## config.mk

```make
export PLATFORM = sky130hd
export DESIGN_NAME = sbsm_top
export DESIGN_NICKNAME = d
export VERILOG_FILES = /design/src/rtl/sbsm_phase.v /design/src/rtl/sbsm_timer2.v /design/src/rtl/sbsm_top.v
export VERILOG_INCLUDE_DIRS = /design/src /design/src/include
export SDC_FILE = /design/constraint.sdc
export NUM_CORES = 1
export LEC_CHECK = 0
export BUFFER_PORTS_ARGS = -buffer_cell sky130_fd_sc_hd__buf_2
export CAP_MARGIN = 5
export CORE_AREA = 2 2 105 107
export DETAILED_ROUTE_END_ITERATION = 10
export DIE_AREA = 0 0 107 109
export GPL_ROUTABILITY_DRIVEN = 1
export PLACE_DENSITY = 0.85
export REMOVE_ABC_BUFFERS = 1
export SYNTH_ARGS = -nofsm -noshare
export SYNTH_HDL_FRONTEND = slang
export SYNTH_SLANG_ARGS = --single-unit
```

## constraint.sdc

```tcl
create_clock -name core_clk -period 3.2 [get_ports core_clk]
set_input_delay 0.32 -clock core_clk [delete_from_list [all_inputs] [get_ports core_clk]]
set_output_delay 0.32 -clock core_clk [all_outputs]
set_load 0.05 [all_outputs]
```

## src/include/sbsm_defines.vh

```
// Constants for the serial baud generator and shift-mode block
`ifndef SBSM_DEFINES_VH
`define SBSM_DEFINES_VH

// Register byte offsets
`define SBSM_OFF_CTRL 5'h00
`define SBSM_OFF_STATUS 5'h04
`define SBSM_OFF_DATA 5'h08
`define SBSM_OFF_T2COUNT 5'h0C
`define SBSM_OFF_T2RELOAD 5'h10

// Control register fields
`define SBSM_CTRL_MODE_LO 0
`define SBSM_CTRL_MODE_HI 1
`define SBSM_CTRL_RX_EN 2
`define SBSM_CTRL_DOUBLE 3
`define SBSM_CTRL_TX_SEL 4
`define SBSM_CTRL_RX_SEL 5
`define SBSM_CTRL_T2_RUN 6
`define SBSM_CTRL_T2_CNT 7
`define SBSM_CTRL_T2_EXEN 8
`define SBSM_CTRL_RESET 9'h000

// Status register fields
`define SBSM_ST_RX_DONE 0
`define SBSM_ST_TX_DONE 1
`define SBSM_ST_T2_OVF 2
`define SBSM_ST_T2_EXT 3
`define SBSM_ST_TX_ACT 4
`define SBSM_ST_RX_ACT 5

// Serial modes
`define SBSM_MODE_SHIFT 2'h0
`define SBSM_MODE_VAR8 2'h1
`define SBSM_MODE_FIX9 2'h2
`define SBSM_MODE_VAR9 2'h3

// Machine cycle phases, S1P1 = 0 .. S6P2 = 11
`define SBSM_PH_S1P1 4'h0
`define SBSM_PH_S2P2 4'h3
`define SBSM_PH_S5P1 4'h8
`define SBSM_PH_S5P2 4'h9
`define SBSM_PH_S6P2 4'hB
`define SBSM_PH_LAST 4'hB

// Bit-rate divisors
`define SBSM_DIV_FIX_SLOW 7'h40
`define SBSM_DIV_FIX_FAST 7'h20
`define SBSM_DIV_T1_SLOW 7'h20
`define SBSM_DIV_T1_FAST 7'h10
`define SBSM_DIV_T2 7'h10
`define SBSM_DIV_SHIFT 7'h01

// Shift register start patterns
`define SBSM_TX_MARK 1'h1
`define SBSM_RX_FILL 8'hFE

`endif

```

## src/rtl/sbsm_phase.v

```verilog
// Machine cycle state and phase counter
`timescale 1ns/100ps
`include "sbsm_defines.vh"

module sbsm_phase (
  input wire core_clk, // Oscillator clock
  input wire nrst, // Async reset, active low
  output reg [3:0] phase_q, // Current phase, 0 = S1P1
  output reg state_tick_q, // High in P2 of every state
  output reg cycle_tick_q // High during S6P2
);
  reg [3:0] phase_d;

  always @* begin
    if (phase_q == `SBSM_PH_LAST) begin
      phase_d = 4'h0;
    end else begin
      phase_d = phase_q + 4'h1;
    end
  end

  always @(posedge core_clk or negedge nrst) begin
    if (!nrst) begin
      phase_q <= 4'h0;
      state_tick_q <= 1'b0;
      cycle_tick_q <= 1'b0;
    end else begin
      phase_q <= phase_d;
      state_tick_q <= phase_d[0];
      cycle_tick_q <= (phase_d == `SBSM_PH_S6P2);
    end
  end
endmodule // sbsm_phase

```

## src/rtl/sbsm_timer2.v

```verilog
// Timer 2 with auto-reload and bit-rate generator operation
`timescale 1ns/100ps
`include "sbsm_defines.vh"

module sbsm_timer2 (
  input wire core_clk, // Oscillator clock
  input wire nrst, // Async reset, active low
  input wire state_tick, // One pulse per state time
  input wire cycle_tick, // One pulse per machine cycle
  input wire baud_mode, // Either clock select bit set
  input wire run, // timer2_run
  input wire count_select, // timer2_count_select
  input wire ext_enable, // timer2_external_enable
  input wire ext_fall, // Falling edge on external input
  input wire count_fall, // Falling edge on count input
  input wire wr_count, // Software writes the count
  input wire wr_reload, // Software writes the reload value
  input wire [15:0] wdata, // Write data
  input wire clr_ovf, // Clear overflow flag
  input wire clr_ext, // Clear external flag
  output reg [15:0] count_q, // Timer count, high:low
  output reg [15:0] reload_q, // reload_capture_high:low
  output reg ovf_pulse_q, // Rollover pulse
  output reg ovf_flag_q, // timer2_overflow_flag
  output reg ext_flag_q // timer2_external_flag
);
  wire inc;
  wire roll;
  wire ext_reload;

  // Count select counts pin edges, else baud mode counts state times, else machine cycles
  assign inc = run & (count_select ? count_fall :
    (baud_mode ? state_tick : cycle_tick)); // see RULE10
  assign roll = inc & (count_q == 16'hFFFF);
  assign ext_reload = ext_enable & ext_fall & ~baud_mode; // see RULE12

  always @(posedge core_clk or negedge nrst) begin
    if (!nrst) begin
      count_q <= 16'h0000;
      reload_q <= 16'h0000;
      ovf_pulse_q <= 1'b0;
      ovf_flag_q <= 1'b0;
      ext_flag_q <= 1'b0;
    end else begin
      ovf_pulse_q <= roll;
      if (roll || ext_reload) begin
        count_q <= reload_q; // see RULE8
      end else if (wr_count) begin
        count_q <= wdata;
      end else if (inc) begin
        count_q <= count_q + 16'h0001;
      end
      if (wr_reload) begin
        reload_q <= wdata;
      end
      if (roll && !baud_mode) begin
        ovf_flag_q <= 1'b1; // see RULE11
      end else if (clr_ovf) begin
        ovf_flag_q <= 1'b0;
      end
      if (ext_enable && ext_fall) begin
        ext_flag_q <= 1'b1; // see RULE12
      end else if (clr_ext) begin
        ext_flag_q <= 1'b0;
      end
    end
  end
endmodule // sbsm_timer2

```

## src/rtl/sbsm_top.v

```verilog
// Serial bit-rate sources and shift-register mode with Avalon-MM registers
`timescale 1ns/100ps
`include "sbsm_defines.vh"

// How it works
// RULE1: shift mode runs one bit per machine cycle, oscillator over twelve.
// RULE2: fixed nine-bit mode divides oscillator by 64, or 32 with doubling.
// RULE3: timer 1 source gives overflow rate over 32, halved divisor when doubled.
// RULE4: software usually runs timer 1 in 8-bit auto-reload for the rate.
// RULE5: software keeps timer 1 interrupt off unless it reloads for slow rates.
// RULE6: either clock select bit puts timer 2 in bit-rate generator operation.
// RULE7: each select picks timer 1 or timer 2 for its own direction.
// RULE8: in generator operation each rollover reloads all sixteen timer 2 bits.
// RULE9: timer 2 source gives overflow rate over sixteen.
// RULE10: in generator operation with count select clear, timer 2 counts every state time.
// RULE11: generator rollovers set no overflow flag.
// RULE12: in generator operation an enabled external falling edge sets external flag without reloading timer 2.
// RULE13: software leaves timer 2 alone while it runs as generator.
// RULE14: shift mode moves eight bits LSB first on data line, device clocks.
// RULE15: buffer write loads marker, transmit active one machine cycle later.
// RULE16: shift clock low in S3 to S5, high in S6, S1, S2.
// RULE17: transmit register shifts right at S6P2, zeros in from left.
// RULE18: after last shift, transmit ends and done flag sets at S1P1.
// RULE19: reception starts when enabled and done flag clear, preloads 11111110.
// RULE20: receiver samples at S5P2 and shifts left at S6P2.
// RULE21: marker at left ends reception, loads buffer, sets done at S1P1.
module sbsm_top (
  input wire core_clk, // Oscillator clock, 100 MHz
  input wire nrst, // Async reset, active low
  input wire [4:0] avs_address, // Register byte address
  input wire avs_read, // Read request
  input wire avs_write, // Write request
  input wire [31:0] avs_writedata, // Write data
  output reg [31:0] avs_readdata, // Read data
  output reg avs_waitrequest, // Stall, low for one cycle per access
  input wire timer1_overflow, // Timer 1 overflow pulse, same clock
  input wire timer2_external_input, // External pin, falling edge event
  input wire timer2_count_input, // External pin for counter operation
  input wire serial_data_in, // Data line level from pin
  output reg serial_data_out, // Data line drive value
  output reg serial_data_oe, // Data line drive enable
  output reg serial_clock_out, // Shift clock pin
  output reg tx_baud_tick, // Transmit bit-time pulse
  output reg rx_baud_tick // Receive bit-time pulse
);
  wire [3:0] phase;
  wire state_tick;
  wire cycle_tick;
  wire [15:0] t2_count;
  wire [15:0] t2_reload;
  wire t2_ovf;
  wire t2_ovf_flag;
  wire t2_ext_flag;

  reg [8:0] ctrl_q;
  reg wait_q;
  reg [31:0] rdata_d;
  reg [2:0] ext_sync_q;
  reg [2:0] cnt_sync_q;
  reg [1:0] din_sync_q;
  reg din_sample_q;
  reg [8:0] tx_sh_q;
  reg [8:0] tx_sh_d;
  reg tx_pend_q;
  reg tx_armed_q;
  reg tx_active_q;
  reg tx_last_q;
  reg tx_done_q;
  reg [7:0] rx_sh_q;
  reg rx_go_q;
  reg rx_active_q;
  reg rx_last_q;
  reg rx_done_q;
  reg [7:0] rx_buf_q;
  reg sclk_d;

  wire [1:0] mode;
  wire shift_mode;
  wire baud_mode;
  wire wr_fire;
  wire rd_fire;
  wire wr_ctrl;
  wire wr_status;
  wire wr_data;
  wire ext_fall;
  wire cnt_fall;
  wire at_s1p1;
  wire at_s6p2;
  wire tx_active_d;

  assign mode = ctrl_q[`SBSM_CTRL_MODE_HI:`SBSM_CTRL_MODE_LO];
  assign shift_mode = (mode == `SBSM_MODE_SHIFT);
  assign baud_mode = ctrl_q[`SBSM_CTRL_TX_SEL] | ctrl_q[`SBSM_CTRL_RX_SEL]; // see RULE6
  assign wr_fire = avs_write & ~wait_q;
  assign rd_fire = avs_read & ~wait_q;
  assign wr_ctrl = wr_fire & (avs_address == `SBSM_OFF_CTRL);
  assign wr_status = wr_fire & (avs_address == `SBSM_OFF_STATUS);
  assign wr_data = wr_fire & (avs_address == `SBSM_OFF_DATA);
  assign ext_fall = ext_sync_q[2] & ~ext_sync_q[1];
  assign cnt_fall = cnt_sync_q[2] & ~cnt_sync_q[1];
  assign at_s1p1 = (phase == `SBSM_PH_S1P1);
  assign at_s6p2 = cycle_tick;

  sbsm_phase u_phase (
    .core_clk(core_clk),
    .nrst(nrst),
    .phase_q(phase),
    .state_tick_q(state_tick),
    .cycle_tick_q(cycle_tick)
  );

  sbsm_timer2 u_timer2 (
    .core_clk(core_clk),
    .nrst(nrst),
    .state_tick(state_tick),
    .cycle_tick(cycle_tick),
    .baud_mode(baud_mode),
    .run(ctrl_q[`SBSM_CTRL_T2_RUN]),
    .count_select(ctrl_q[`SBSM_CTRL_T2_CNT]),
    .ext_enable(ctrl_q[`SBSM_CTRL_T2_EXEN]),
    .ext_fall(ext_fall),
    .count_fall(cnt_fall),
    .wr_count(wr_fire & (avs_address == `SBSM_OFF_T2COUNT)),
    .wr_reload(wr_fire & (avs_address == `SBSM_OFF_T2RELOAD)),
    .wdata(avs_writedata[15:0]),
    .clr_ovf(wr_status & avs_writedata[`SBSM_ST_T2_OVF]),
    .clr_ext(wr_status & avs_writedata[`SBSM_ST_T2_EXT]),
    .count_q(t2_count),
    .reload_q(t2_reload),
    .ovf_pulse_q(t2_ovf),
    .ovf_flag_q(t2_ovf_flag),
    .ext_flag_q(t2_ext_flag)
  );

  // Read mux
  always @* begin
    rdata_d = 32'h00000000;
    case (avs_address)
      `SBSM_OFF_CTRL: begin
        rdata_d[8:0] = ctrl_q;
      end
      `SBSM_OFF_STATUS: begin
        rdata_d[`SBSM_ST_RX_DONE] = rx_done_q;
        rdata_d[`SBSM_ST_TX_DONE] = tx_done_q;
        rdata_d[`SBSM_ST_T2_OVF] = t2_ovf_flag;
        rdata_d[`SBSM_ST_T2_EXT] = t2_ext_flag;
        rdata_d[`SBSM_ST_TX_ACT] = tx_active_q;
        rdata_d[`SBSM_ST_RX_ACT] = rx_active_q;
      end
      `SBSM_OFF_DATA: begin
        rdata_d[7:0] = rx_buf_q;
      end
      `SBSM_OFF_T2COUNT: begin
        rdata_d[15:0] = t2_count;
      end
      `SBSM_OFF_T2RELOAD: begin
        rdata_d[15:0] = t2_reload;
      end
      default: begin
        rdata_d = 32'h00000000;
      end
    endcase
  end

  // Bus slave: one wait cycle, then the access completes
  always @(posedge core_clk or negedge nrst) begin
    if (!nrst) begin
      wait_q <= 1'b1;
      avs_waitrequest <= 1'b1;
      avs_readdata <= 32'h00000000;
      ctrl_q <= `SBSM_CTRL_RESET; // see RULE2
    end else begin
      wait_q <= ~((avs_read | avs_write) & wait_q);
      avs_waitrequest <= ~((avs_read | avs_write) & wait_q);
      if ((avs_read | avs_write) && wait_q) begin
        avs_readdata <= rdata_d;
      end
      if (wr_ctrl) begin
        ctrl_q <= avs_writedata[8:0];
      end
    end
  end

  // Pin synchronisers
  always @(posedge core_clk or negedge nrst) begin
    if (!nrst) begin
      ext_sync_q <= 3'h7;
      cnt_sync_q <= 3'h7;
      din_sync_q <= 2'h3;
      din_sample_q <= 1'b1;
    end else begin
      ext_sync_q <= {ext_sync_q[1:0], timer2_external_input};
      cnt_sync_q <= {cnt_sync_q[1:0], timer2_count_input};
      din_sync_q <= {din_sync_q[0], serial_data_in};
      if (phase == `SBSM_PH_S5P2) begin
        din_sample_q <= din_sync_q[1]; // see RULE20
      end
    end
  end

  // Bit-rate pulse generators, index 0 transmit, 1 receive
  genvar gi;
  generate
    for (gi = 0; gi < 2; gi = gi + 1) begin : g_baud
      reg [6:0] div_cnt_q;
      reg [6:0] div;
      reg src;
      wire use_t2;
      wire tick;
      assign use_t2 = ctrl_q[`SBSM_CTRL_TX_SEL + gi];
      always @* begin
        div = `SBSM_DIV_SHIFT;
        src = 1'b0;
        case (mode)
          `SBSM_MODE_SHIFT: begin
            src = cycle_tick; // see RULE1
            div = `SBSM_DIV_SHIFT;
          end
          `SBSM_MODE_FIX9: begin
            src = 1'b1;
            div = ctrl_q[`SBSM_CTRL_DOUBLE] ? `SBSM_DIV_FIX_FAST :
              `SBSM_DIV_FIX_SLOW; // see RULE2
          end
          default: begin
            if (use_t2) begin
              src = t2_ovf; // see RULE7
              div = `SBSM_DIV_T2; // see RULE9
            end else begin
              src = timer1_overflow; // see RULE7
              div = ctrl_q[`SBSM_CTRL_DOUBLE] ? `SBSM_DIV_T1_FAST :
                `SBSM_DIV_T1_SLOW; // see RULE3
            end
          end
        endcase
      end
      assign tick = src & (div_cnt_q >= div - 7'h01);
      always @(posedge core_clk or negedge nrst) begin
        if (!nrst) begin
          div_cnt_q <= 7'h00;
        end else if (wr_ctrl) begin
          div_cnt_q <= 7'h00;
        end else if (tick) begin
          div_cnt_q <= 7'h00;
        end else if (src) begin
          div_cnt_q <= div_cnt_q + 7'h01;
        end
      end
    end
  endgenerate

  always @(posedge core_clk or negedge nrst) begin
    if (!nrst) begin
      tx_baud_tick <= 1'b0;
      rx_baud_tick <= 1'b0;
    end else begin
      tx_baud_tick <= g_baud[0].tick;
      rx_baud_tick <= g_baud[1].tick;
    end
  end

  // Transmit register next value
  always @* begin
    tx_sh_d = tx_sh_q;
    if (wr_data) begin
      tx_sh_d = {`SBSM_TX_MARK, avs_writedata[7:0]}; // see RULE15
    end else if (at_s6p2 && tx_active_q) begin
      tx_sh_d = {1'b0, tx_sh_q[8:1]}; // see RULE17
    end
  end

  assign tx_active_d = (tx_active_q & ~(tx_last_q & at_s1p1)) |
    (tx_armed_q & at_s6p2);

  // Shift-mode transmitter
  always @(posedge core_clk or negedge nrst) begin
    if (!nrst) begin
      tx_sh_q <= 9'h000;
      tx_pend_q <= 1'b0;
      tx_armed_q <= 1'b0;
      tx_active_q <= 1'b0;
      tx_last_q <= 1'b0;
      tx_done_q <= 1'b0;
    end else begin
      tx_sh_q <= tx_sh_d;
      if (wr_data && shift_mode) begin
        tx_pend_q <= 1'b1;
      end else if (at_s6p2) begin
        tx_pend_q <= 1'b0;
      end
      if (at_s6p2) begin
        tx_armed_q <= tx_pend_q & ~tx_active_q; // see RULE15
      end
      tx_active_q <= tx_active_d;
      if (at_s6p2 && tx_active_q && tx_sh_q[8:1] == 8'h01) begin
        tx_last_q <= 1'b1; // see RULE18
      end else if (at_s1p1) begin
        tx_last_q <= 1'b0;
      end
      if (tx_last_q && at_s1p1) begin
        tx_done_q <= 1'b1; // see RULE18
      end else if (wr_status && avs_writedata[`SBSM_ST_TX_DONE]) begin
        tx_done_q <= 1'b0;
      end
    end
  end

  // Shift-mode receiver
  always @(posedge core_clk or negedge nrst) begin
    if (!nrst) begin
      rx_sh_q <= 8'h00;
      rx_go_q <= 1'b0;
      rx_active_q <= 1'b0;
      rx_last_q <= 1'b0;
      rx_done_q <= 1'b0;
      rx_buf_q <= 8'h00;
    end else begin
      rx_go_q <= 1'b0;
      if (at_s6p2 && shift_mode && ctrl_q[`SBSM_CTRL_RX_EN] && !rx_done_q &&
          !rx_active_q && !rx_go_q) begin
        rx_sh_q <= `SBSM_RX_FILL; // see RULE19
        rx_go_q <= 1'b1;
      end else if (at_s6p2 && rx_active_q && !rx_last_q) begin
        rx_sh_q <= {rx_sh_q[6:0], din_sample_q}; // see RULE20
        if (!rx_sh_q[7]) begin
          rx_last_q <= 1'b1; // see RULE21
          // First bit taken in sits at bit 6, reversed so it lands at bit 0
          rx_buf_q <= {din_sample_q, rx_sh_q[0], rx_sh_q[1], rx_sh_q[2], rx_sh_q[3],
            rx_sh_q[4], rx_sh_q[5], rx_sh_q[6]}; // see RULE14
        end
      end
      if (rx_go_q) begin
        rx_active_q <= 1'b1; // see RULE19
      end else if (rx_last_q && at_s1p1) begin
        rx_active_q <= 1'b0; // see RULE21
        rx_last_q <= 1'b0;
      end
      if (rx_last_q && at_s1p1) begin
        rx_done_q <= 1'b1; // see RULE21
      end else if (wr_status && avs_writedata[`SBSM_ST_RX_DONE]) begin
        rx_done_q <= 1'b0;
      end
    end
  end

  // Shift clock and data line drive
  always @* begin
    sclk_d = 1'b1;
    if (tx_active_d || rx_active_q || rx_go_q) begin
      // Low while the next phase is in S3..S5
      sclk_d = ~((phase >= `SBSM_PH_S2P2) && (phase < `SBSM_PH_S5P2)); // see RULE16
    end
  end

  always @(posedge core_clk or negedge nrst) begin
    if (!nrst) begin
      serial_clock_out <= 1'b1;
      serial_data_out <= 1'b1;
      serial_data_oe <= 1'b0;
    end else begin
      serial_clock_out <= sclk_d; // see RULE14
      serial_data_out <= tx_sh_d[0]; // see RULE14
      serial_data_oe <= tx_active_d;
    end
  end
endmodule // sbsm_top

```

Word level (Yosys, flattened, before mapping):

Index checks and enable logic that the tools add are counted.

* flip-flop bits (word level): 128
* input port bits: 45

* add/subtract/negate cells: 6
* order comparisons: 4
* eq/ne operators: 10
* mux-type cells: 51
* bitwise gates (word level): 34
* reduce and logical (&&, ||, !) cells: 42

Operators with widths (number)
* 7-bit 2-to-1 mux: 7
* 16-bit 2-to-1 mux: 3
* 7-bit case mux with 2 select lines: 3
* 6-bit case mux with 5 select lines: 1
* 1-bit 2-to-1 mux: 25
* 1-bit bitwise AND: 21
* 1-bit logical AND: 18
* 6-bit 2-to-1 mux: 3
* 9-bit 2-to-1 mux: 2
* 2-bit nonzero test: 9
* 16-bit by 1-bit adder with 16-bit output (second input constant): 1
* 16-bit equality test (second input constant): 1
* 8-bit 2-to-1 mux: 2
* 7-bit by 1-bit adder with 7-bit output (second input constant): 2
* 7-bit >= comparator: 2
* 7-bit by 1-bit subtractor with 7-bit output (second input constant): 2
* 4-bit equality test (second input constant): 3
* 5-bit by 4-bit equality test with 1-bit output (second input constant): 2
* 1-bit NOT: 10
* 3-bit nonzero test: 3
* 8-bit by 1-bit equality test with 1-bit output (second input constant): 1
* 2-bit case mux with 4 select lines: 1
* 5-bit by 3-bit equality test with 1-bit output (second input constant): 1
* 5-bit equality test (second input constant): 1
* 14 further kinds: 23

Depth between registers and ports, before layout:

Gate-level depths: netlist of run 1.

* depth after elaboration: 9
* gate-level depth with buffers: 9
* depth with buffers taken out: 8

Modules after synthesis:

From an unflattened synthesis of run 1, not the netlist that was laid out.

* cell total of the unflattened synthesis: 624
* area, all modules: 6525.0 um^2

By module, submodules not included
* sbsm_top: instances 1, cells each 405, area an instance 4330.4 um^2
* sbsm_timer2: instances 1, cells each 198, area an instance 1956.9 um^2
* sbsm_phase: instances 1, cells each 21, area an instance 237.7 um^2

Worst setup path before layout of run 1:

OpenSTA, ideal clock, no wires.

* kind: reg2reg
* start: reg ctrl_q[0]
* end: reg g_baud[0].div_cnt_q[5]
* setup time: 0.094 ns
* data arrival time: 2.003 ns
* required time: 3.106 ns
* setup slack: 1.103 ns
* cell stages (with the launch flop): 10
* buffers on the path: 1
* clock period less this slack: 2.097 ns
* path through: dfrtp_1 -> buf_2 -> or2_2 -> ha_1 -> nand2b_1 -> a21o_1 -> a21oi_1 -> o211ai_1 -> o211a_1 -> a211oi_1

* word-level cells in the longest chain between the ends: 7

Ends and longest elaborated chain
* start: declaration: line sbsm_top.v:55 `reg [8:0] ctrl_q;`
* start signal: assignment: line sbsm_top.v:171 `` ctrl_q <= `SBSM_CTRL_RESET; ``
* start signal: assignment: line sbsm_top.v:179 `ctrl_q <= avs_writedata[8:0];`
* 2-bit equality test / 2-bit logical NOT (equally long branches): line sbsm_top.v:214 `case (mode)`
* 7-bit case mux with 2 select lines: line sbsm_top.v:214
* 7-bit by 1-bit subtractor with 7-bit output: line sbsm_top.v:236 `assign tick = src & (div_cnt_q >= div - 7'h01);`
* 7-bit >= comparator: line sbsm_top.v:236
* 1-bit bitwise AND (*): line sbsm_top.v:236
* via g_baud[0].tick: line sbsm_top.v:209 `wire tick;`
* 7-bit 2-to-1 mux: line sbsm_top.v:242 `end else if (tick) begin`
* 7-bit 2-to-1 mux: line sbsm_top.v:240 `end else if (wr_ctrl) begin`
* end signal: assignment: line sbsm_top.v:245 `div_cnt_q <= div_cnt_q + 7'h01;`
* end: declaration: line sbsm_top.v:205 `reg [6:0] div_cnt_q;`

Mark *: on every way through the listed nets, which the timed path passes. The rest lies on a longest branch.
A chain may end at the register's enable or synchronous reset.

Final worst setup path of run 1:

* start: reg ctrl_q[0]
* end: reg g_baud[1].div_cnt_q[3]

* word-level cells in the longest chain between the ends: 7

Ends and longest elaborated chain (line)
* 2-bit equality test / 2-bit logical NOT (equally long branches): sbsm_top.v:214
* 7-bit case mux with 2 select lines: sbsm_top.v:214
* 7-bit by 1-bit subtractor with 7-bit output: sbsm_top.v:236
* 7-bit >= comparator: sbsm_top.v:236
* 1-bit bitwise AND (*): sbsm_top.v:236
* via g_baud[1].tick: sbsm_top.v:209
* 7-bit 2-to-1 mux: sbsm_top.v:242
* 7-bit 2-to-1 mux: sbsm_top.v:240
* end signal: assignment: sbsm_top.v:245
* end: declaration: sbsm_top.v:205

Marks and branches as above.

==> impl_results.md, run 1 <==
* Setup TNS at 0 ps
* CTS root buf: clkbuf_8
* Total Die Area at roughly 12,000 um^2
* Sequential area share after synthesis at 48.9%
* Chip width at 107 um
* Sum of buffers and inverters on the critical path at 1
* Share of cells above drive strength 1 at 21.4%
* FF+latch count, synth at approximately 130
* CP Capture Type: flip-flop
* Io pins at 83
* VDD IR-drop max at 0.000375 V
* EDFF count, synth at 0
* DR vias at between 5,000 and 6,000
* Post-layout worst setup margin at 770 ps
* PD cells at between 600 and 700 nW/um^2
* Vias in the first global route at between 5,000 and 6,000
* WL/cell at ~18 um
* Largest family of logic cells by synthesized area: simple AND/OR/NAND/NOR gates
* Critical path type: reg2reg
* HPWL after DPL at roughly 10,000 um
* Layout Skew at around 8.6 ps
* Final Wtd Congestion at a little under 0.9
* MaxCap Viol Count at 0
* Die H at 109 um
* Synth Area in XOR/XNOR at between 2 and 3%
* Most used flip-flop cell after synthesis: dfrtp_1
* Final setup viols at 0
* Synth Area in Simple Gates at 17.1%
* TritonCTS buffer count at 17
* Drt pass-1 iters at 7
* Worst skew pair latency at between 500 and 600 ps
* Startpoint types: flip-flop
* Post_cts resized at 0
* Routed wire length at 15,000 um
* DRC Markers at 0
* Mux cell area share after synthesis at 7.40%
* DRT antenna net count at 0
* Total GRT Usage at 27.4%
* Post-Syn Instances at 640
* Pre-CTS setup slack at 852 ps
* Worst-path cell chain: or2_2 > inv_1 > ha_1 > a21o_1 > a21oi_1 > o211ai_1 > o211a_1 > nor3_1
* Min-Delay Path Class: in2reg
* CTS Sinks at ~130
* Largest net degree at the start of global routing at 66
* Outcome: finished clean
* First-pass GRT wire length at 24,700 um
* # nets final at ~760
* Max FO, Critical Path at 10
* Initial core utilization at 61.6%
* TritonCTS clock tree: built
* Setup bufs post-CTS at 0
* Most common cell after layout, fill and taps aside: dfrtp_1
* Ys Warns at 0
* Initial antenna violation count at 1
* Max Fclk at 412 MHz
* Final min period at 2430 ps
* Slew Viols, Final at 0
* Leakage at 0.00353 uW
* Final Hold Viols at 0
* 1st-iter DRT viols at 466
* Vias per inst at 6.00
* Async S/R FF share, synth at 100%
* Worst-path clk slew at about 60 ps
* Core Rows at 38
* CTS H-tree lvls at 4
* Most frequent cells in the layout: dfrtp_1 (115), nand2_1 (112), buf_2 (49)
* CP arrival at between 2000 and 3000 ps
* Cell Area, Synth at 6530 um^2
* Final period utilization at 75.9%
* Layout area overhead at 13.6%
* Rel. slew slack at around a third
* Synth cell types at 67
* Hold Buf Count CTS at 4
* Post-synthesis compound-gate area fraction at ~15%
* Total core area at 10,600 um^2
* CP top delay family: compound AO/OA/AOI/OAI gates
* Slew @ Worst Pin at 993 ps
* Synth Area in Adders at 4.22%
* Avg Cell Area, Syn at 10.2 um^2
* Layout fillers at roughly 750
* CTS max path bufs at 2
* Unrepaired setup endpoints after global routing: false
* Crit path largest cell delay at about 490 ps
* Required @ worst endpoint at 3650 ps
* Critical path's slowest cell: dfrtp_1
* Aggregate global routing overflow at 0
* IO Port Bufs at 50
-- layer usage --
metal / wire [um] / up-vias / global-route usage (%)
met4: 311 / 0 / 11.9
met5: 0 / - / 0
met3: 1060 / 35 / 6.04
li1: - / 2347 / -
met1: 6250 / 2482 / 35.4
met2: 7340 / 208 / 44.9
-- state kept, by name, indices dropped and copies added, names as in the netlist, 8 cells and up --
name	count
u_timer2.count_q	16
rx_buf_q	8
tx_sh_q	9
rx_sh_q	8
avs_readdata	16
u_timer2.reload_q	16
ctrl_q	9
g_baud.div_cnt_q	14
-- per-stage QoR --
step / area (um^2) / hold WS, ps / power [uW] / std cells / utilization [%]
floorplan: 6350 / 24.4 / 2980 / 615 / -
global placement: 6820 / 347 / 3230 / 809 / 64.4
detailed placement: 6820 / 347 / 3300 / 809 / 64.4
CTS: 7410 / 4.62 / 5070 / 845 / 69.9
global route: 7410 / 17.2 / 5330 / 846 / 69.9
finish: 7410 / 10.8 / 5080 / 846 / 69.9
-- cell type report --
cell class              count  area, um^2  share of cell area, %
flip-flops and latches    127        3190                   43.1
multi-input cells         473        3100                   41.9
clock buffers              23         487                   6.57
repair buffers             58         335                   4.52
well taps                 140         175                   2.36
clock inverters             9        58.8                  0.793
inverters                  15        56.3                  0.760
diodes                      1        2.50                 0.0338
-- logic make-up after synthesis --
| logic type | after synthesis |
|---|---|
| mux | 45 |
| xor+xnor | 22 |
| compound gates | 137 |
| simple gates | 229 |
| flops | 127 |
| other cells | 2 |
| buf+inv | 56 |
| fa+ha+maj | 22 |
-- path summary, 6_finish.rpt --
| kind | from | end | slack [ps] | depth (start not counted) |
|---|---|---|---|---|
| max | ctrl_q[0] | g_baud[1].div_cnt_q[3] | 770 | 8 |
| max in group asynchronous | nrst | cnt_sync_q[0] | 1910 | 3 |
| min reg2reg | ext_sync_q[0] | ext_sync_q[1] | 350 | 0 |
| min in group asynchronous | nrst | g_baud[0].div_cnt_q[6] | 430 | 2 |
| min | avs_writedata[8] | ctrl_q[8] | 10 | 3 |
| max reg2reg | ctrl_q[0] | g_baud[1].div_cnt_q[3] | 770 | 8 |
-- worst min-delay path, delay by kind of cell --
family / cells / cell delay [ps]
simple gates: 2 / 100
buf+inv: 1 / 100
-- cell usage after synthesis, drive strengths merged (4+ instances only) --
library cell	n	area share, %
buf	27	2.8
a32o	5	0.77
mux2	26	4.5
dfstp	12	4.8
nand3	19	1.6
a22oi	10	1.2
a21o	9	1.0
nor2	30	1.8
nor3	16	1.4
mux2i	19	2.9
nand4	9	0.96
nand2	114	6.8
o22ai	11	1.7
a21oi	32	2.6
nand2b	5	0.52
xnor2	10	1.3
clkbuf	14	0.81
xor2	12	1.6
and3	8	0.84
nor4	5	0.57
or2	4	0.38
a222oi	4	0.61
inv	15	0.86
ha	22	4.2
dfrtp	115	44
and2	4	0.38
a221oi	4	0.54
o21ai	40	3.2
-- report_power, final --
group | internal, uW | switching [uW]
registers | 1850 | 330
clock network | 1050 | 703
logic | 505 | 638
total | 3410 | 1670
No activity file was read; power rests on OpenSTA's default activity.
==> run 2, diff against run 1 <==
--- a/config.mk
+++ b/config.mk
@@ -8,11 +8,11 @@
 export LEC_CHECK = 0
 export BUFFER_PORTS_ARGS = -buffer_cell sky130_fd_sc_hd__buf_2
 export CAP_MARGIN = 5
-export CORE_AREA = 2 2 105 107
+export CORE_AREA = 2 2 114 116
 export DETAILED_ROUTE_END_ITERATION = 10
-export DIE_AREA = 0 0 107 109
+export DIE_AREA = 0 0 116 118
 export GPL_ROUTABILITY_DRIVEN = 1
-export PLACE_DENSITY = 0.85
+export PLACE_DENSITY = 0.76
 export REMOVE_ABC_BUFFERS = 1
 export SYNTH_ARGS = -nofsm -noshare
 export SYNTH_HDL_FRONTEND = slang
==> constraint.sdc (replaced) <==
create_clock -name core_clk -period 2.1 [get_ports core_clk]
set_input_delay 0.21 -clock core_clk [delete_from_list [all_inputs] [get_ports core_clk]]
set_output_delay 0.21 -clock core_clk [all_outputs]
set_load 0.05 [all_outputs]
==> run 2 against run 1 <==
Against the previous run:
- via count up 2.9%
- critical path depth unchanged
- sequential power grew 50%
- count of clock-buffer cells in the layout up 2
- total power rose by 60%
- non-clock buffer count is 28 higher
==> impl_results.md, run 2 (synthesis results as in run 1) <==
* IO Port Bufs at 50 (unchanged)
* Aggregate global routing overflow at 0 (unchanged)
* DRT antenna net count at 0 (unchanged)
* Max Fclk at 494 MHz (+20%)
* First-pass GRT wire length at 25,200 um (+2.1%)
* R2R setup slack at 80 ps (-690 ps)
* Required @ worst endpoint at 2430 ps (-1220 ps)
* Pint at 5520 uW (+62%)
* Reg-to-Reg Start: ctrl_q[1]
* Final instance area at 7860 um^2 (+6.0%)
* Final Wtd Congestion at 0.896 (+1.7%)
* PD cells at 1030 nW/um^2 (+51%)
* Total Die Area at 13,700 um^2 (+17%)
* Total core area at 12,400 um^2 (+17%)
* Capture point of the worst path: g_baud[0].div_cnt_q[6]
* Sequential power share at 40.3% (-2.7 points)
* Slew Viols, Final at 0 (unchanged)
* Worst-path clk slew at 50 ps (about the same)
* Die H at 118 um (+8.3%)
* Area of placed instances at 7060 um^2 (+3.5%)
* Final min period at 2020 ps (-406 ps)
* Routed wire length at 15,800 um (+5.4%)
* Leakage at 0.00371 uW (+5.2%)
* FF-to-FF path depth at 8 (unchanged)
* TritonCTS buffer count at 17 (unchanged)
* Max FO, Critical Path at 6 (-4)
* WL/cell at 17.4 um (-1.4%)
* CTS max path bufs at 2 (unchanged)
* Post-layout worst setup margin at 76.6 ps (-694 ps)
* Worst Setup SP: ctrl_q[1]
* P_sw at 2590 uW (+55%)
* Rel. slew slack at 32.6% (-1.2 points)
* CTS Sinks at 127 (unchanged)
* # nets final at 787 (+3.7%)
* Multi-input logic area at 3270 um^2 (+5.4%)
* Slew @ Worst Pin at 1010 ps (+17.5 ps)
* Share of cells above drive strength 1 at 26.9% (+5.5 points)
* Gate power share at 25.8% (+3.3 points)
* Clock share of power at 33.8% (-0.7 points)
* Layout Skew at 7.79 ps (-0.802 ps)
* CTS H-tree lvls at 4 (unchanged)
* Final setup viols at 0 (unchanged)
* Antenna cell count at 0 (-1)
* Layout area overhead at 20.3%
* Sequential Area at 3200 um^2 (about the same)
* Reg-to-Reg End: g_baud[0].div_cnt_q[6]
* Layout fillers at 992 (+33%)
* Core Rows at 41 (+7.9%)
* Initial antenna violation count at 0 (-1)
* DRC Markers at 0 (unchanged)
* CP arrival at 2350 ps (-530 ps)
* Startpoint types: flip-flop
* 1st-iter DRT viols at 395 (-15%)
* Sw Ratio at 32.0% (-0.96 points)
* Core Util, Final at 63.3% (-6.6 points)
* Total GRT Usage at 23.8% (-3.6 points)
* Vias per inst at 5.77 (-3.7%)
* Chip width at 116 um (+8.4%)
* Final Hold Viols at 0 (unchanged)
* Critical path type: reg2reg
* HPWL after DPL at 10,900 um (+6.2%)
* Initial core utilization at 52.6% (-9.0 points)
* Pre-CTS setup slack at -45.5 ps (-898 ps)
* Most common cell after layout, fill and taps aside: dfrtp_1
* TritonCTS clock tree: built
* CP Capture Type: flip-flop
* Unrepaired setup endpoints after global routing: true
* Largest net degree at the start of global routing at 46 (-30%)
* DR vias at 5,219 (+2.9%)
* Final period utilization at 96.4% (+20 points)
* VDD IR-drop max at 0.000501 V (+33%)
* Io pins at 83 (unchanged)
* Vias in the first global route at 5,055 (+0.079%)
* Outcome: finished clean
* Most frequent cells in the layout: dfrtp_1 (113), nand2_1 (112), buf_2 (49)
* Worst skew pair latency at 420 ps (-120 ps)
* Min-Delay Path Class: in2reg
* Top flop regs: avs_readdata: 16 flops, u_timer2.count_q: 16 flops, u_timer2.reload_q: 16 flops
* MaxCap Viol Count at 0 (unchanged)
* CTS root buf: clkbuf_16
* Drt pass-1 iters at 4 (-3)
-- run 2: power groups by stage --
| stage | clock network [uW] | logic [uW] | registers (uW) |
|---|---|---|---|
| floorplan | 0 | 1240 | 3300 |
| global placement | 0 | 1800 | 3260 |
| detailed placement | 0 | 1870 | 3290 |
| CTS | 2780 | 1920 | 3250 |
| global route | 2900 | 2320 | 3320 |
| finish | 2750 | 2100 | 3270 |
-- run 2: how the worst min path moves through the flow --
stage / startpoint / end / depth (start not counted)
5_1_grt: avs_writedata[9] / u_timer2.reload_q[9] / 2
3_3_place_gp: nrst / g_baud[1].div_cnt_q[3] / 1
4_1_cts: avs_writedata[10] / u_timer2.reload_q[10] / 2
3_5_place_dp: nrst / rx_baud_tick / 1
2_1_floorplan: nrst / avs_readdata[0] / 0
6_report: avs_writedata[8] / ctrl_q[8] / 3
-- run 2: what timing repair did --
item                                    CTS  global route
gates resized for setup                   6            25
endpoints found under the setup margin   12            28
pin swaps                                 1             8
hold endpoints to repair                 34             0
hold buffers                              4             0
buffers inserted                          0             3
-- run 2: critical path, cell delays in order (launching register included) --
cell and delay, ps:
dfrtp_1 380, or2_4 290, ha_1 270, nand2b_1 140, a21o_1 180, a21oi_2 150
o211ai_1 130, o211a_4 200, nor3_1 200
-- run 2: layout make-up --
class	instances	share of cell area [%]
clock inverter	6	0.765
timing repair buffer	86	7.15
multi-input combinational	473	41.6
inverter	15	0.717
clock buffer	25	6.31
sequential	127	40.7
tap	172	2.74
-- run 2: through the flow --
step / setup TNS (ps) / hold WS, ps / total power [uW] / cells
floorplan: -98.5 / -85.6 / 4540 / 615
global placement: 0 / 225 / 5060 / 866
detailed placement: -105 / 230 / 5160 / 866
CTS: 0 / 34.7 / 7950 / 901
global route: -110 / 40.4 / 8550 / 904
finish: 0 / 38.6 / 8110 / 904
-- run 2: per-layer routing --
metal  part of all wire (%)  GRT usage (%)
met1                     43           31.9
met2                     47           36.4
met3                    6.3           5.10
met4                    3.0           11.9
met5                      0              0
